File: config.mk
export PLATFORM = sky130hd
export DESIGN_NAME = acr_top
export DESIGN_NICKNAME = d
export VERILOG_FILES = /design/src/acr_pkg.sv /design/src/acr_conv_clock.sv /design/src/acr_top.sv
export SDC_FILE = /design/constraint.sdc
export NUM_CORES = 1
export LEC_CHECK = 0
export BUFFER_PORTS_ARGS = -buffer_cell sky130_fd_sc_hd__buf_4
export CAP_MARGIN = 20
export CORE_MARGIN = 3
export CORE_UTILIZATION = 47
export DETAILED_ROUTE_END_ITERATION = 12
export GPL_ROUTABILITY_DRIVEN = 1
export PLACE_DENSITY = 0.67
export SYNTH_ARGS = -nofsm -noshare
export SYNTH_HDL_FRONTEND = slang
export SYNTH_HIERARCHICAL = 1
export SYNTH_SLANG_ARGS = --single-unit
File: constraint.sdc
create_clock -name sys_clk -period 5.4 [get_ports sys_clk]
set_input_delay 0.54 -clock sys_clk [delete_from_list [all_inputs] [get_ports sys_clk]]
set_output_delay 0.54 -clock sys_clk [all_outputs]
set_load 0.1 [all_outputs]
File: src/acr_pkg.sv
// Constants, register map and helpers for the converter control block
package acr_pkg;

    // Register indices on the plain register port
    localparam logic [2:0] ACR_ADDR_STATUS_CONTROL_ONE     = 3'h0;
    localparam logic [2:0] ACR_ADDR_STATUS_CONTROL_TWO     = 3'h1;
    localparam logic [2:0] ACR_ADDR_RESULT_HIGH            = 3'h2;
    localparam logic [2:0] ACR_ADDR_RESULT_LOW             = 3'h3;
    localparam logic [2:0] ACR_ADDR_COMPARE_VALUE_HIGH     = 3'h4;
    localparam logic [2:0] ACR_ADDR_COMPARE_VALUE_LOW      = 3'h5;
    localparam logic [2:0] ACR_ADDR_CONVERTER_CONFIGURATION = 3'h6;

    // Field positions
    localparam int ACR_SC1_COMPLETE_BIT   = 7;
    localparam int ACR_SC1_IRQ_EN_BIT     = 6;
    localparam int ACR_SC1_CONTINUOUS_BIT = 5;
    localparam int ACR_SC2_ACTIVE_BIT     = 7;
    localparam int ACR_SC2_TRIGGER_BIT    = 6;
    localparam int ACR_SC2_CMP_EN_BIT     = 5;
    localparam int ACR_SC2_CMP_DIR_BIT    = 4;
    localparam int ACR_CFG_LOW_POWER_BIT  = 7;
    localparam int ACR_CFG_DIV_MSB        = 6;
    localparam int ACR_CFG_DIV_LSB        = 5;
    localparam int ACR_CFG_LONG_SMP_BIT   = 4;
    localparam int ACR_CFG_MODE_MSB       = 3;
    localparam int ACR_CFG_MODE_LSB       = 2;
    localparam int ACR_CFG_CLK_MSB        = 1;
    localparam int ACR_CFG_CLK_LSB        = 0;

    // Reset values and codes
    localparam logic [7:0] ACR_RST_BYTE        = 8'h00;
    localparam logic [4:0] ACR_RST_CHANNEL     = 5'h1F;
    localparam logic [4:0] ACR_CHANNEL_OFF     = 5'h1F;
    localparam logic [1:0] ACR_MODE_TEN_BIT    = 2'h2;
    localparam logic [1:0] ACR_CLK_BUS         = 2'h0;
    localparam logic [1:0] ACR_CLK_BUS_HALF    = 2'h1;
    localparam logic [1:0] ACR_CLK_ALTERNATE   = 2'h2;
    localparam logic [1:0] ACR_CLK_ASYNC       = 2'h3;

    // Conversion timing in conversion clock ticks
    localparam logic [5:0] ACR_SHORT_SAMPLE_TICKS = 6'h04;
    localparam logic [5:0] ACR_LONG_SAMPLE_TICKS  = 6'h18;
    localparam logic [5:0] ACR_BITS_EIGHT         = 6'h08;
    localparam logic [5:0] ACR_BITS_TEN           = 6'h0A;

    typedef enum logic [1:0] {
        ACR_IDLE,
        ACR_SAMPLE,
        ACR_CONVERT
    } acr_state_t;

    // Mode code to ten-bit selection; reserved codes act as eight-bit
    function automatic logic acr_is_ten_bit(input logic [1:0] mode);
        return mode == ACR_MODE_TEN_BIT;
    endfunction

    // Divider code to last count value (ratio minus one)
    function automatic logic [2:0] acr_div_last(input logic [1:0] code);
        return 3'((4'h1 << code) - 4'h1);
    endfunction

endpackage

File: src/acr_conv_clock.sv
// Conversion clock tick generator: source select and divider
`timescale 1ns/1ps
module acr_conv_clock
    import acr_pkg::*;
(
    input  wire logic       sys_clk,
    input  wire logic       rst,
    input  wire logic [1:0] input_clock_field,
    input  wire logic [1:0] clock_divider_field,
    input  wire logic       alternate_clock,
    input  wire logic       internal_async_clock,
    output logic            conv_tick
);

    logic       half_q;
    logic       alt_q;
    logic       async_q;
    logic [2:0] div_cnt_q;
    logic       src_tick;

    ////////////////////////////////////////////////////////////////////
    // Source select
    always_ff @(posedge sys_clk) begin
        if (rst) begin
            half_q  <= 1'b0;
            alt_q   <= 1'b0;
            async_q <= 1'b0;
        end else begin
            half_q  <= ~half_q;
            alt_q   <= alternate_clock;
            async_q <= internal_async_clock;
        end
    end

    always_comb begin
        unique case (input_clock_field)
            ACR_CLK_BUS:       src_tick = 1'b1;
            ACR_CLK_BUS_HALF:  src_tick = half_q;
            ACR_CLK_ALTERNATE: src_tick = alternate_clock & ~alt_q;
            ACR_CLK_ASYNC:     src_tick = internal_async_clock & ~async_q;
        endcase
    end

    ////////////////////////////////////////////////////////////////////
    // Divider
    always_ff @(posedge sys_clk) begin
        if (rst) begin
            div_cnt_q <= 3'h0;
            conv_tick <= 1'b0;
        end else begin
            conv_tick <= 1'b0;
            if (src_tick) begin
                if (div_cnt_q >= acr_div_last(clock_divider_field)) begin
                    div_cnt_q <= 3'h0;
                    conv_tick <= 1'b1;
                end else begin
                    div_cnt_q <= div_cnt_q + 3'h1;
                end
            end
        end
    end

endmodule

File: src/acr_top.sv
// Converter control: registers, triggers, sequencer, compare and results
//
// Behaviour
// - Active flag is set at conversion start, cleared at completion or abort.
// - Trigger select picks software write or hardware trigger as start source.
// - Compare enable bit turns the automatic compare on or off.
// - Direction 0 means result below value; 1 means result at or above.
// - Result high holds upper two bits; reads zero in eight-bit mode.
// - Results load at each completion unless compare is on and fails.
// - Ten-bit: high read blocks result loads until low is read.
// - Eight-bit: no interlock, every completed result that passes an enabled compare is transferred.
// - After a mode change results are invalid until the next completion.
// - Result low holds lower eight bits, or the whole eight-bit result.
// - Compare high bits take part only in ten-bit mode.
// - Compare low bits always take part in the compare.
// - Configuration bit 7 selects high speed or low power.
// - Divider field divides the input clock by 1, 2, 4 or 8.
// - Configuration bit 4 selects short or long sample time.
// - Mode field: 00 eight-bit, 10 ten-bit, others reserved.
// - Input clock field selects bus, half bus, alternate or async clock.
// - Complete flag set on completion or true compare; cleared by access.
// - Control one write aborts; with software trigger it restarts unless channel is all ones.
//
// The implementer's own choices: the strobed register port and the address map.
`timescale 1ns/1ps
module acr_top
    import acr_pkg::*;
(
    input  wire logic       sys_clk,
    input  wire logic       rst,
    input  wire logic [2:0] bus_addr,
    input  wire logic [7:0] bus_wdata,
    input  wire logic       bus_wr,
    input  wire logic       bus_rd,
    output logic      [7:0] bus_rdata,
    input  wire logic       hardware_trigger_input,
    input  wire logic       alternate_clock,
    input  wire logic       internal_async_clock,
    input  wire logic [9:0] ana_result,
    output logic            ana_enable,
    output logic            ana_sampling,
    output logic      [4:0] ana_channel,
    output logic            ana_long_sample,
    output logic            ana_low_power,
    output logic            ana_ten_bit,
    output logic            ana_clock_tick
);

    logic       complete_q;
    logic       irq_en_q;
    logic       continuous_q;
    logic [4:0] channel_q;
    logic       trigger_select_q;
    logic       compare_enable_q;
    logic       compare_direction_q;
    logic [1:0] cmp_high_q;
    logic [7:0] cmp_low_q;
    logic [7:0] config_q;
    logic [1:0] res_high_q;
    logic [7:0] res_low_q;
    logic       lock_q;
    logic [2:0] trig_sync_q;
    acr_state_t state_q;
    logic [5:0] tick_cnt_q;

    logic       ten_bit;
    logic       sc1_wr;
    logic       sw_start;
    logic       trig_edge;
    logic       hw_start;
    logic       done;
    logic       restart;
    logic [9:0] cur_result;
    logic [9:0] cur_value;
    logic       cmp_true;
    logic       accept;
    logic [5:0] sample_last;
    logic [5:0] bits_last;
    logic       read_low;
    logic       read_high;

    ////////////////////////////////////////////////////////////////////
    // Decode
    assign ten_bit   = acr_is_ten_bit(
                           config_q[ACR_CFG_MODE_MSB:ACR_CFG_MODE_LSB]);
    assign sc1_wr    = bus_wr && bus_addr == ACR_ADDR_STATUS_CONTROL_ONE;
    assign read_low  = bus_rd && bus_addr == ACR_ADDR_RESULT_LOW;
    assign read_high = bus_rd && bus_addr == ACR_ADDR_RESULT_HIGH;
    assign sw_start  = sc1_wr && !trigger_select_q
                       && bus_wdata[4:0] != ACR_CHANNEL_OFF;
    assign trig_edge = trig_sync_q[1] && !trig_sync_q[2];
    assign hw_start  = trig_edge && trigger_select_q && !sc1_wr
                       && state_q == ACR_IDLE
                       && channel_q != ACR_CHANNEL_OFF;
    assign sample_last = (config_q[ACR_CFG_LONG_SMP_BIT]
                          ? ACR_LONG_SAMPLE_TICKS
                          : ACR_SHORT_SAMPLE_TICKS) - 6'h01;
    assign bits_last = (ten_bit ? ACR_BITS_TEN : ACR_BITS_EIGHT) - 6'h01;
    assign done      = state_q == ACR_CONVERT && ana_clock_tick
                       && tick_cnt_q == bits_last && !sc1_wr;
    assign restart   = continuous_q && channel_q != ACR_CHANNEL_OFF;

    ////////////////////////////////////////////////////////////////////
    // Compare
    assign cur_result = ten_bit ? ana_result
                                : {2'b00, ana_result[7:0]};
    assign cur_value  = ten_bit ? {cmp_high_q, cmp_low_q}
                                : {2'b00, cmp_low_q};
    assign cmp_true   = compare_direction_q
                        ? (cur_result >= cur_value)
                        : (cur_result < cur_value);
    assign accept     = !compare_enable_q || cmp_true;

    ////////////////////////////////////////////////////////////////////
    // Hardware trigger synchroniser
    always_ff @(posedge sys_clk) begin
        if (rst) begin
            trig_sync_q <= 3'h0;
        end else begin
            trig_sync_q <= {trig_sync_q[1:0], hardware_trigger_input};
        end
    end

    ////////////////////////////////////////////////////////////////////
    // Writable registers
    always_ff @(posedge sys_clk) begin
        if (rst) begin
            irq_en_q            <= 1'b0;
            continuous_q        <= 1'b0;
            channel_q           <= ACR_RST_CHANNEL;
            trigger_select_q    <= 1'b0;
            compare_enable_q    <= 1'b0;
            compare_direction_q <= 1'b0;
            cmp_high_q          <= 2'b00;
            cmp_low_q           <= ACR_RST_BYTE;
            config_q            <= ACR_RST_BYTE;
        end else if (bus_wr) begin
            unique case (bus_addr)
                ACR_ADDR_STATUS_CONTROL_ONE: begin
                    irq_en_q     <= bus_wdata[ACR_SC1_IRQ_EN_BIT];
                    continuous_q <= bus_wdata[ACR_SC1_CONTINUOUS_BIT];
                    channel_q    <= bus_wdata[4:0];
                end
                ACR_ADDR_STATUS_CONTROL_TWO: begin
                    trigger_select_q    <= bus_wdata[ACR_SC2_TRIGGER_BIT];
                    compare_enable_q    <= bus_wdata[ACR_SC2_CMP_EN_BIT];
                    compare_direction_q <= bus_wdata[ACR_SC2_CMP_DIR_BIT];
                end
                ACR_ADDR_COMPARE_VALUE_HIGH: begin
                    cmp_high_q <= bus_wdata[1:0];
                end
                ACR_ADDR_COMPARE_VALUE_LOW: begin
                    cmp_low_q <= bus_wdata;
                end
                ACR_ADDR_CONVERTER_CONFIGURATION: begin
                    config_q <= bus_wdata;
                end
                default: begin
                end
            endcase
        end
    end

    ////////////////////////////////////////////////////////////////////
    // Sequencer
    always_ff @(posedge sys_clk) begin
        if (rst) begin
            state_q      <= ACR_IDLE;
            tick_cnt_q   <= 6'h00;
            ana_enable   <= 1'b0;
            ana_sampling <= 1'b0;
        end else if (sc1_wr) begin
            tick_cnt_q   <= 6'h00;
            state_q      <= sw_start ? ACR_SAMPLE : ACR_IDLE;
            ana_enable   <= sw_start;
            ana_sampling <= sw_start;
        end else if (hw_start) begin
            tick_cnt_q   <= 6'h00;
            state_q      <= ACR_SAMPLE;
            ana_enable   <= 1'b1;
            ana_sampling <= 1'b1;
        end else if (ana_clock_tick) begin
            unique case (state_q)
                ACR_IDLE: begin
                end
                ACR_SAMPLE: begin
                    if (tick_cnt_q >= sample_last) begin
                        tick_cnt_q   <= 6'h00;
                        state_q      <= ACR_CONVERT;
                        ana_sampling <= 1'b0;
                    end else begin
                        tick_cnt_q <= tick_cnt_q + 6'h01;
                    end
                end
                ACR_CONVERT: begin
                    tick_cnt_q <= tick_cnt_q + 6'h01;
                    if (done) begin
                        tick_cnt_q   <= 6'h00;
                        state_q      <= restart ? ACR_SAMPLE : ACR_IDLE;
                        ana_enable   <= restart;
                        ana_sampling <= restart;
                    end
                end
            endcase
        end
    end

    ////////////////////////////////////////////////////////////////////
    // Results, interlock and complete flag
    always_ff @(posedge sys_clk) begin
        if (rst) begin
            res_high_q <= 2'b00;
            res_low_q  <= ACR_RST_BYTE;
        end else if (done && accept && !lock_q) begin
            res_high_q <= cur_result[9:8];
            res_low_q  <= cur_result[7:0];
        end
    end

    always_ff @(posedge sys_clk) begin
        if (rst) begin
            lock_q <= 1'b0;
        end else if (read_low || !ten_bit) begin
            lock_q <= 1'b0;
        end else if (read_high) begin
            lock_q <= 1'b1;
        end
    end

    always_ff @(posedge sys_clk) begin
        if (rst) begin
            complete_q <= 1'b0;
        end else if (done && accept) begin
            complete_q <= 1'b1;
        end else if (sc1_wr || read_low) begin
            complete_q <= 1'b0;
        end
    end

    ////////////////////////////////////////////////////////////////////
    // Read port and analog side outputs
    always_ff @(posedge sys_clk) begin
        if (rst) begin
            bus_rdata <= ACR_RST_BYTE;
        end else if (bus_rd) begin
            unique case (bus_addr)
                ACR_ADDR_STATUS_CONTROL_ONE:
                    bus_rdata <= {complete_q, irq_en_q, continuous_q,
                                  channel_q};
                ACR_ADDR_STATUS_CONTROL_TWO:
                    bus_rdata <= {ana_enable, trigger_select_q,
                                  compare_enable_q, compare_direction_q,
                                  4'h0};
                ACR_ADDR_RESULT_HIGH:
                    bus_rdata <= {6'h00,
                                  ten_bit ? res_high_q : 2'b00};
                ACR_ADDR_RESULT_LOW:
                    bus_rdata <= res_low_q;
                ACR_ADDR_COMPARE_VALUE_HIGH:
                    bus_rdata <= {6'h00, cmp_high_q};
                ACR_ADDR_COMPARE_VALUE_LOW:
                    bus_rdata <= cmp_low_q;
                ACR_ADDR_CONVERTER_CONFIGURATION:
                    bus_rdata <= config_q;
                default:
                    bus_rdata <= ACR_RST_BYTE;
            endcase
        end else begin
            bus_rdata <= ACR_RST_BYTE;
        end
    end

    always_ff @(posedge sys_clk) begin
        if (rst) begin
            ana_channel     <= ACR_RST_CHANNEL;
            ana_long_sample <= 1'b0;
            ana_low_power   <= 1'b0;
            ana_ten_bit     <= 1'b0;
        end else begin
            ana_channel     <= channel_q;
            ana_long_sample <= config_q[ACR_CFG_LONG_SMP_BIT];
            ana_low_power   <= config_q[ACR_CFG_LOW_POWER_BIT];
            ana_ten_bit     <= ten_bit;
        end
    end

    acr_conv_clock u_conv_clock (
        .sys_clk              (sys_clk),
        .rst                  (rst),
        .input_clock_field    (config_q[ACR_CFG_CLK_MSB:ACR_CFG_CLK_LSB]),
        .clock_divider_field  (config_q[ACR_CFG_DIV_MSB:ACR_CFG_DIV_LSB]),
        .alternate_clock      (alternate_clock),
        .internal_async_clock (internal_async_clock),
        .conv_tick            (ana_clock_tick)
    );
endmodule

-- Word-level counts from Yosys, hierarchy flattened
Cells that the tools add are included.
Widths: inputs -> output; s select.
- memory bits (writable): 0
- input port bits: 28
- bits in registers: 76
- logic and storage cells: 141
- memories: 0
- ROM bits: 0
- latch bits: 0
- reduce and logical (&&, ||, !) cells: 46
- $lt $le $gt $ge: 4
- shift-type cells: 1
- $add $sub $neg: 5
- bitwise logic cells: 7
- equal/unequal tests: 17
- multiply operators: 0
- div/mod/pow operators: 0
- mux-type cells: 33
- operators by type and width (operator ; count):
    $pmux 8 s7 ; 1
    $mux 10 ; 2
    $logic_and 1x1->1 ; 16
    $mux 1 ; 15
    $mux 2 ; 7
    $mux 6 ; 2
    $pmux 6 s2 ; 1
    $reduce_and 2->1 ; 6
    $ge 10x10->1 ; 1
    $lt 10x10->1 ; 1
    $ne 5x5->1 const B ; 2
    $eq 3x3->1 const B ; 3
    $reduce_bool 3->1 ; 3
    $eq 2x2->1 const B ; 4
    $ne 4x4->1 const B ; 2
    $add 6x1->6 const B ; 1
    $eq 3x2->1 const B ; 2
    $eq 6x6->1 ; 1
    $ge 6x6->1 ; 1
    $logic_not 1->1 ; 6
    $reduce_or 2->1 ; 3
    $sub 5x1->6 const B ; 1
    $mux 5 ; 1
    $not 1->1 ; 5
    other kinds (20) ; 26

-- Longest topological paths before layout
- word-level depth: 11
- depth in mapped cells: 10

-- By module
The synthesis kept the hierarchy.
- by module, submodules not included (module ; times used ; area each (um^2) ; cells each):
    acr_top ; 1 ; 3204.3 ; 367
    acr_conv_clock ; 1 ; 360.3 ; 40

-- Worst setup path before layout
OpenSTA, ideal clock, no wires.
- path kind: register to register
- start: reg u_conv_clock.conv_tick
- end: reg res_high_q[0]
- arrival: 2.390 ns
- slack: 2.882 ns
- buffers on the path: 1
- cell stages (with the launch flop): 7
- setup time: 0.128 ns
- path through: dfxtp_1 -> nand4_1 -> or4_1 -> a221oi_2 -> buf_6 -> mux2i_1 -> nor2_1
- word-level cells in the longest chain between the ends: 5
- ends and longest elaborated chain (item ; line ; text):
    from (decl) ; acr_conv_clock.sv:12 ; output logic conv_tick
    from (signal assigned) ; acr_conv_clock.sv:49 ; conv_tick <= 1'b0;
    from (signal assigned) ; acr_conv_clock.sv:51 ; conv_tick <= 1'b0;
    from (signal assigned) ; acr_conv_clock.sv:55 ; conv_tick <= 1'b1;
    $logic_and 1x1->1 ; acr_top.sv:99 ; assign done = state_q == ACR_CONVERT && ana_clock_tick
    $logic_and 1x1->1 (2 in a row) ; acr_top.sv:100 ; && tick_cnt_q == bits_last && !sc1_wr;
    $logic_and 1x1->1 (2 in a row) ; acr_top.sv:214 ; end else if (done && accept && !lock_q) begin
    to (signal assigned) ; acr_top.sv:215 ; res_high_q <= cur_result[9:8];
    to (decl) ; acr_top.sv:59 ; logic [1:0] res_high_q;
Every way passes these cells.
A chain may end at the register's enable or synchronous reset.

-- Final worst setup path
- start: reg config_q[3]
- end: reg res_high_q[0]
- word-level cells in the longest chain between the ends: 8
- ends and longest elaborated chain (item ; line ; text):
    from (decl) ; acr_top.sv:58 ; logic [7:0] config_q;
    from (signal assigned) ; acr_top.sv:156 ; config_q <= bus_wdata;
    $eq 2x2->1 * ; acr_pkg.sv:54 ; return mode == ACR_MODE_TEN_BIT;
    $mux 2 ; acr_top.sv:98 ; assign bits_last = (ten_bit ? ACR_BITS_TEN : ACR_BITS_EIGHT) - 6'h01;
    $sub 4x1->5 ; acr_top.sv:98 ;
    $eq 6x6->1 ; acr_top.sv:100 ;
    $logic_and 1x1->1 (2 in a row) ; acr_top.sv:100 ;
    $logic_and 1x1->1 (2 in a row) ; acr_top.sv:214 ;
Every way passes the cells marked *; elsewhere a longest branch is shown, timed or not.

==> impl_results.md <==
- Row count: 31
- Post-route ant nets: 0
- CTS Sinks: 75
- Synthesized-area fraction occupied by ao, oa, aoi and oai cells: 15.7%
- EDFF count, synth: 0
- Largest driver fanout on the critical path: 10
- Starting DRC count in detailed routing: 198
- Least-Margin Pin Slew: 1.10 ns
- Master cell of the clock root buffer: sky130_fd_sc_hd__clkbuf_8
- Xor and xnor area share after synthesis: 0.983%
- Largest net degree at the start of global routing: 64
- Initial core utilization: 48.9%
- Synthesized instance count: 407
- Post-CTS clock slew at the launch and capture registers of the worst setup and hold paths: 0.09 ns
- Share of the synthesized area in the top cell type: 42.1%
- Crit path largest cell delay: 0.93 ns
- Yosys warns: 6
- Main combinational cell family by area after synthesis: simple AND/OR/NAND/NOR gates
- Number of hold violations in the final report: 0
- Placed cell count: 537
- Multiplexer fraction of the synthesized cell area: 6.60%
- Crit path cell chain: nor2b_1, nand2_1, ha_1, nand4_1, o311ai_0, nor4_1, a221oi_2, mux2i_1, nor2_1
- Seq/Total Area, Yosys: 42.1%
- Leakage power: 1.62 nW
- Routed wire length per instance: 15.6 um
- Height of the chip: 93.1 um
- Cell at the slowest stage of the critical path: sky130_fd_sc_hd__a221oi_2
- Most used flip-flop cell after synthesis: sky130_fd_sc_hd__dfxtp_1
- Worst-skew pair later-pin latency: 0.34 ns
- Detail Placement HPWL: 6420 um
- Required time worst endpoint: 5.62 ns
- Critical path buffer and inverter count: 0
- RSZ-0062 raised after global routing: false
- Standard cell area after detailed placement: 0.00397 mm2
- Endpoint class of the critical path: flop
- Worst-case clock skew: 0.0161 ns
- Area fraction in and, or, nand and nor cells after synthesis: 23.9%
- Final weighted congestion in routability-driven placement: 0.920
- # setup viols final: 0
- Number of levels the H-tree was split into: 3
- Area occupied by registers: 0.00150 mm2
- Post-CTS setup repair buffer count: 0
- Diode count: 0
- Number of different library cells in the post-synthesis netlist: 52
- # Max-Cap Violations: 0
- Result of the run: complete, no violations
- Cell area after synthesis: 0.00356 mm2
- Hold WC Path Type: reg2reg
- Wire length of the first global-routing pass: 14100 um
- Startpoint type of the worst setup path: flop
- Drc violations: 0
- Congestion Overflow GR: 0
- Max Clk Rate: 318 MHz
- Vias after detailed routing: 3017
- DR vias/cell: 5.46
- Detailed-router iteration count before antenna repair: 4
- Hold buffer count at CTS: 0
- Top post-synthesis cells by area: sky130_fd_sc_hd__dfxtp_1, sky130_fd_sc_hd__ha_1, sky130_fd_sc_hd__nand2_1
- Cell accounting for the most synthesized area: sky130_fd_sc_hd__dfxtp_1
- Fin crit period: 3.15 ns
- Number of fill cells: 688
- Post-route fraction of the period consumed by the critical path: 58.3%
- Worst vdd ir: 0.000228 V
- Cell Pwr Density: 295 mW/mm2
- Critical path's top delay family: compound AO/OA/AOI/OAI gates
- Average cell area after synthesis: 8.76 um2
- DIE WIDTH: 93.1 um
- Antenna violations before repair: 0
- Number of nets in the finished design: 497
- Tot GR Track Use: 20.9%
- Accumulated negative setup slack: 0 ns
- Drt total wl: 8640 um
- Port bufs: 46
- Core footprint: 0.00729 mm2
- Cell Count, Final, Fillers Out: 553
- CTS tree: yes
- Total CTS buffers: 9
- Post-CTS Resized: 0
- Synthesis-stage register bit count: 75
- Area of the multi-input gates: 0.00193 mm2
- Max-slew violation count: 0
- Number of top-level pins: 47
- Overall die area: 0.00867 mm2
- Synthesized netlist net count: 455
- Post-route standard cell area excluding fillers: 0.00421 mm2
- Crit Path Class: reg2reg
- Worst slew slack as a fraction of its limit: 26.6%
- Via count of the first global-routing pass: 2766
- Critical path arrival: 3.36 ns
- Adder-Cell Fraction of Synth Area: 7.02%
- P&R area growth vs syn: 18.1%
- Maximum number of buffers from clock root to sink: 2
- Proportion of register bits with asynchronous set or reset after synthesis: 0%
- Share of post-route cells with drive strength above 1: 18.7%
[state kept, by name, summed over array words and instances, names as in the netlist, 2 cells and up]
name	count
cmp_low_q	8
cmp_high_q	2
res_high_q	2
bus_rdata	8
ana_channel	5
tick_cnt_q	6
res_low_q	8
trig_sync_q	3
channel_q	5
config_q	8
u_conv_clock/div_cnt_q	3
[layout make-up]
type	instances	area share [%]
Timing Repair Buffer	47	8.38
Sequential cell	75	35.7
Inverter	16	1.43
Clock buffer	10	3.03
Tap cell	99	2.94
Clock inverter	6	2.64
Multi-Input combinational cell	300	45.9
[power breakdown]
group          total, mW  switching, mW  internal [mW]
clock              0.518          0.210          0.308
sequential         0.577         0.0108          0.566
combinational      0.146         0.0961         0.0499
[logic make-up after synthesis]
kind of cell	after synthesis
buf+inv	32
mux	23
fa+ha+maj	20
xor+xnor	4
flops	75
simple gates	171
compound gates	82
[synth_stat cells, types with 2 or more instances]
master / count
sky130_fd_sc_hd__dfxtp_1: 75
sky130_fd_sc_hd__nand2_1: 62
sky130_fd_sc_hd__nor2_1: 39
sky130_fd_sc_hd__a21oi_1: 30
sky130_fd_sc_hd__ha_1: 20
sky130_fd_sc_hd__mux2i_1: 19
sky130_fd_sc_hd__inv_1: 16
sky130_fd_sc_hd__nor2b_1: 14
sky130_fd_sc_hd__clkbuf_1: 11
sky130_fd_sc_hd__a211oi_1: 10
sky130_fd_sc_hd__nand3b_1: 10
sky130_fd_sc_hd__a22oi_1: 9
sky130_fd_sc_hd__or2_2: 9
sky130_fd_sc_hd__a221oi_1: 6
sky130_fd_sc_hd__nand2b_1: 6
sky130_fd_sc_hd__nand4_1: 5
sky130_fd_sc_hd__a311oi_1: 4
sky130_fd_sc_hd__a31oi_1: 4
sky130_fd_sc_hd__mux2_2: 4
sky130_fd_sc_hd__nor3_1: 4
sky130_fd_sc_hd__o21ai_0: 4
sky130_fd_sc_hd__xor2_1: 4
sky130_fd_sc_hd__o21bai_1: 3
sky130_fd_sc_hd__or3_1: 3
sky130_fd_sc_hd__a31o_2: 2
sky130_fd_sc_hd__and2_1: 2
sky130_fd_sc_hd__and2_2: 2
sky130_fd_sc_hd__and3_1: 2
sky130_fd_sc_hd__and3b_1: 2
sky130_fd_sc_hd__buf_1: 2
sky130_fd_sc_hd__buf_2: 2
sky130_fd_sc_hd__nand3_1: 2
[metal layers]
metal	wire length, um	up-vias	global-route usage, %
met5	0	-	0
met4	232	0	10.4
met3	371	15	3.62
met2	3990	76	31.1
met1	4040	1404	29.1
li1	-	1522	-
[worst paths after layout]
| check | startpoint | slack (ns) | cells past startpoint | end |
|---|---|---|---|---|
| max | config_q[3]$_SDFFE_PP0P_ | 2.25 | 9 | res_high_q[0]$_SDFFE_PP0P_ |
| min | u_conv_clock/half_q$_SDFF_PP0_ | 0.43 | 1 | u_conv_clock/half_q$_SDFF_PP0_ |
| max reg2reg | config_q[3]$_SDFFE_PP0P_ | 2.25 | 9 | res_high_q[0]$_SDFFE_PP0P_ |
| min reg2reg | u_conv_clock/half_q$_SDFF_PP0_ | 0.43 | 1 | u_conv_clock/half_q$_SDFF_PP0_ |
[stage by stage]
stage / hold slack (ns) / total power [mW] / util (%) / setup WS (ns)
2_1_floorplan: 0.389 / 0.687 / - / 2.88
3_3_place_gp: 0.403 / 0.734 / 54.5 / 2.21
3_5_place_dp: 0.420 / 0.735 / 54.5 / 2.15
4_1_cts: 0.412 / 1.25 / 57.7 / 2.19
5_1_grt: 0.440 / 1.29 / 57.7 / 1.91
6_report: 0.427 / 1.24 / 57.7 / 2.25
[placed cells by master (no fill, tap or decap), types with 3 or more instances in the layout]
cell type / synthesis / routed
sky130_fd_sc_hd__mux2i_1: 19 / 19
sky130_fd_sc_hd__nand2_1: 62 / 62
sky130_fd_sc_hd__clkbuf_8: 0 / 9
sky130_fd_sc_hd__a311oi_1: 4 / 4
sky130_fd_sc_hd__nor3_1: 4 / 4
sky130_fd_sc_hd__bufinv_16: 0 / 3
sky130_fd_sc_hd__nand2b_1: 6 / 6
sky130_fd_sc_hd__mux2_2: 4 / 4
sky130_fd_sc_hd__or2_2: 9 / 9
sky130_fd_sc_hd__a211oi_1: 10 / 10
sky130_fd_sc_hd__nand4_1: 5 / 5
sky130_fd_sc_hd__o21bai_1: 3 / 3
sky130_fd_sc_hd__dfxtp_1: 75 / 75
sky130_fd_sc_hd__a221oi_1: 6 / 6
sky130_fd_sc_hd__nand3b_1: 10 / 10
sky130_fd_sc_hd__a21oi_1: 30 / 30
sky130_fd_sc_hd__nor2b_1: 14 / 14
sky130_fd_sc_hd__xor2_1: 4 / 4
sky130_fd_sc_hd__a31oi_1: 4 / 4
sky130_fd_sc_hd__nor2_1: 39 / 39
sky130_fd_sc_hd__a22oi_1: 9 / 9
sky130_fd_sc_hd__or3_1: 3 / 3
sky130_fd_sc_hd__buf_4: 0 / 47
sky130_fd_sc_hd__inv_1: 16 / 16
sky130_fd_sc_hd__o21ai_0: 4 / 4
sky130_fd_sc_hd__ha_1: 20 / 20
[worst reg2reg max path, stage by stage, from the launching register on]
cell	delay (ns)
sky130_fd_sc_hd__dfxtp_1	0.36
sky130_fd_sc_hd__nor2b_1	0.27
sky130_fd_sc_hd__nand2_1	0.09
sky130_fd_sc_hd__ha_1	0.31
sky130_fd_sc_hd__nand4_1	0.14
sky130_fd_sc_hd__o311ai_0	0.49
sky130_fd_sc_hd__nor4_1	0.12
sky130_fd_sc_hd__a221oi_2	0.93
sky130_fd_sc_hd__mux2i_1	0.28
sky130_fd_sc_hd__nor2_1	0.05
No activity file was read; power rests on OpenSTA's default activity.
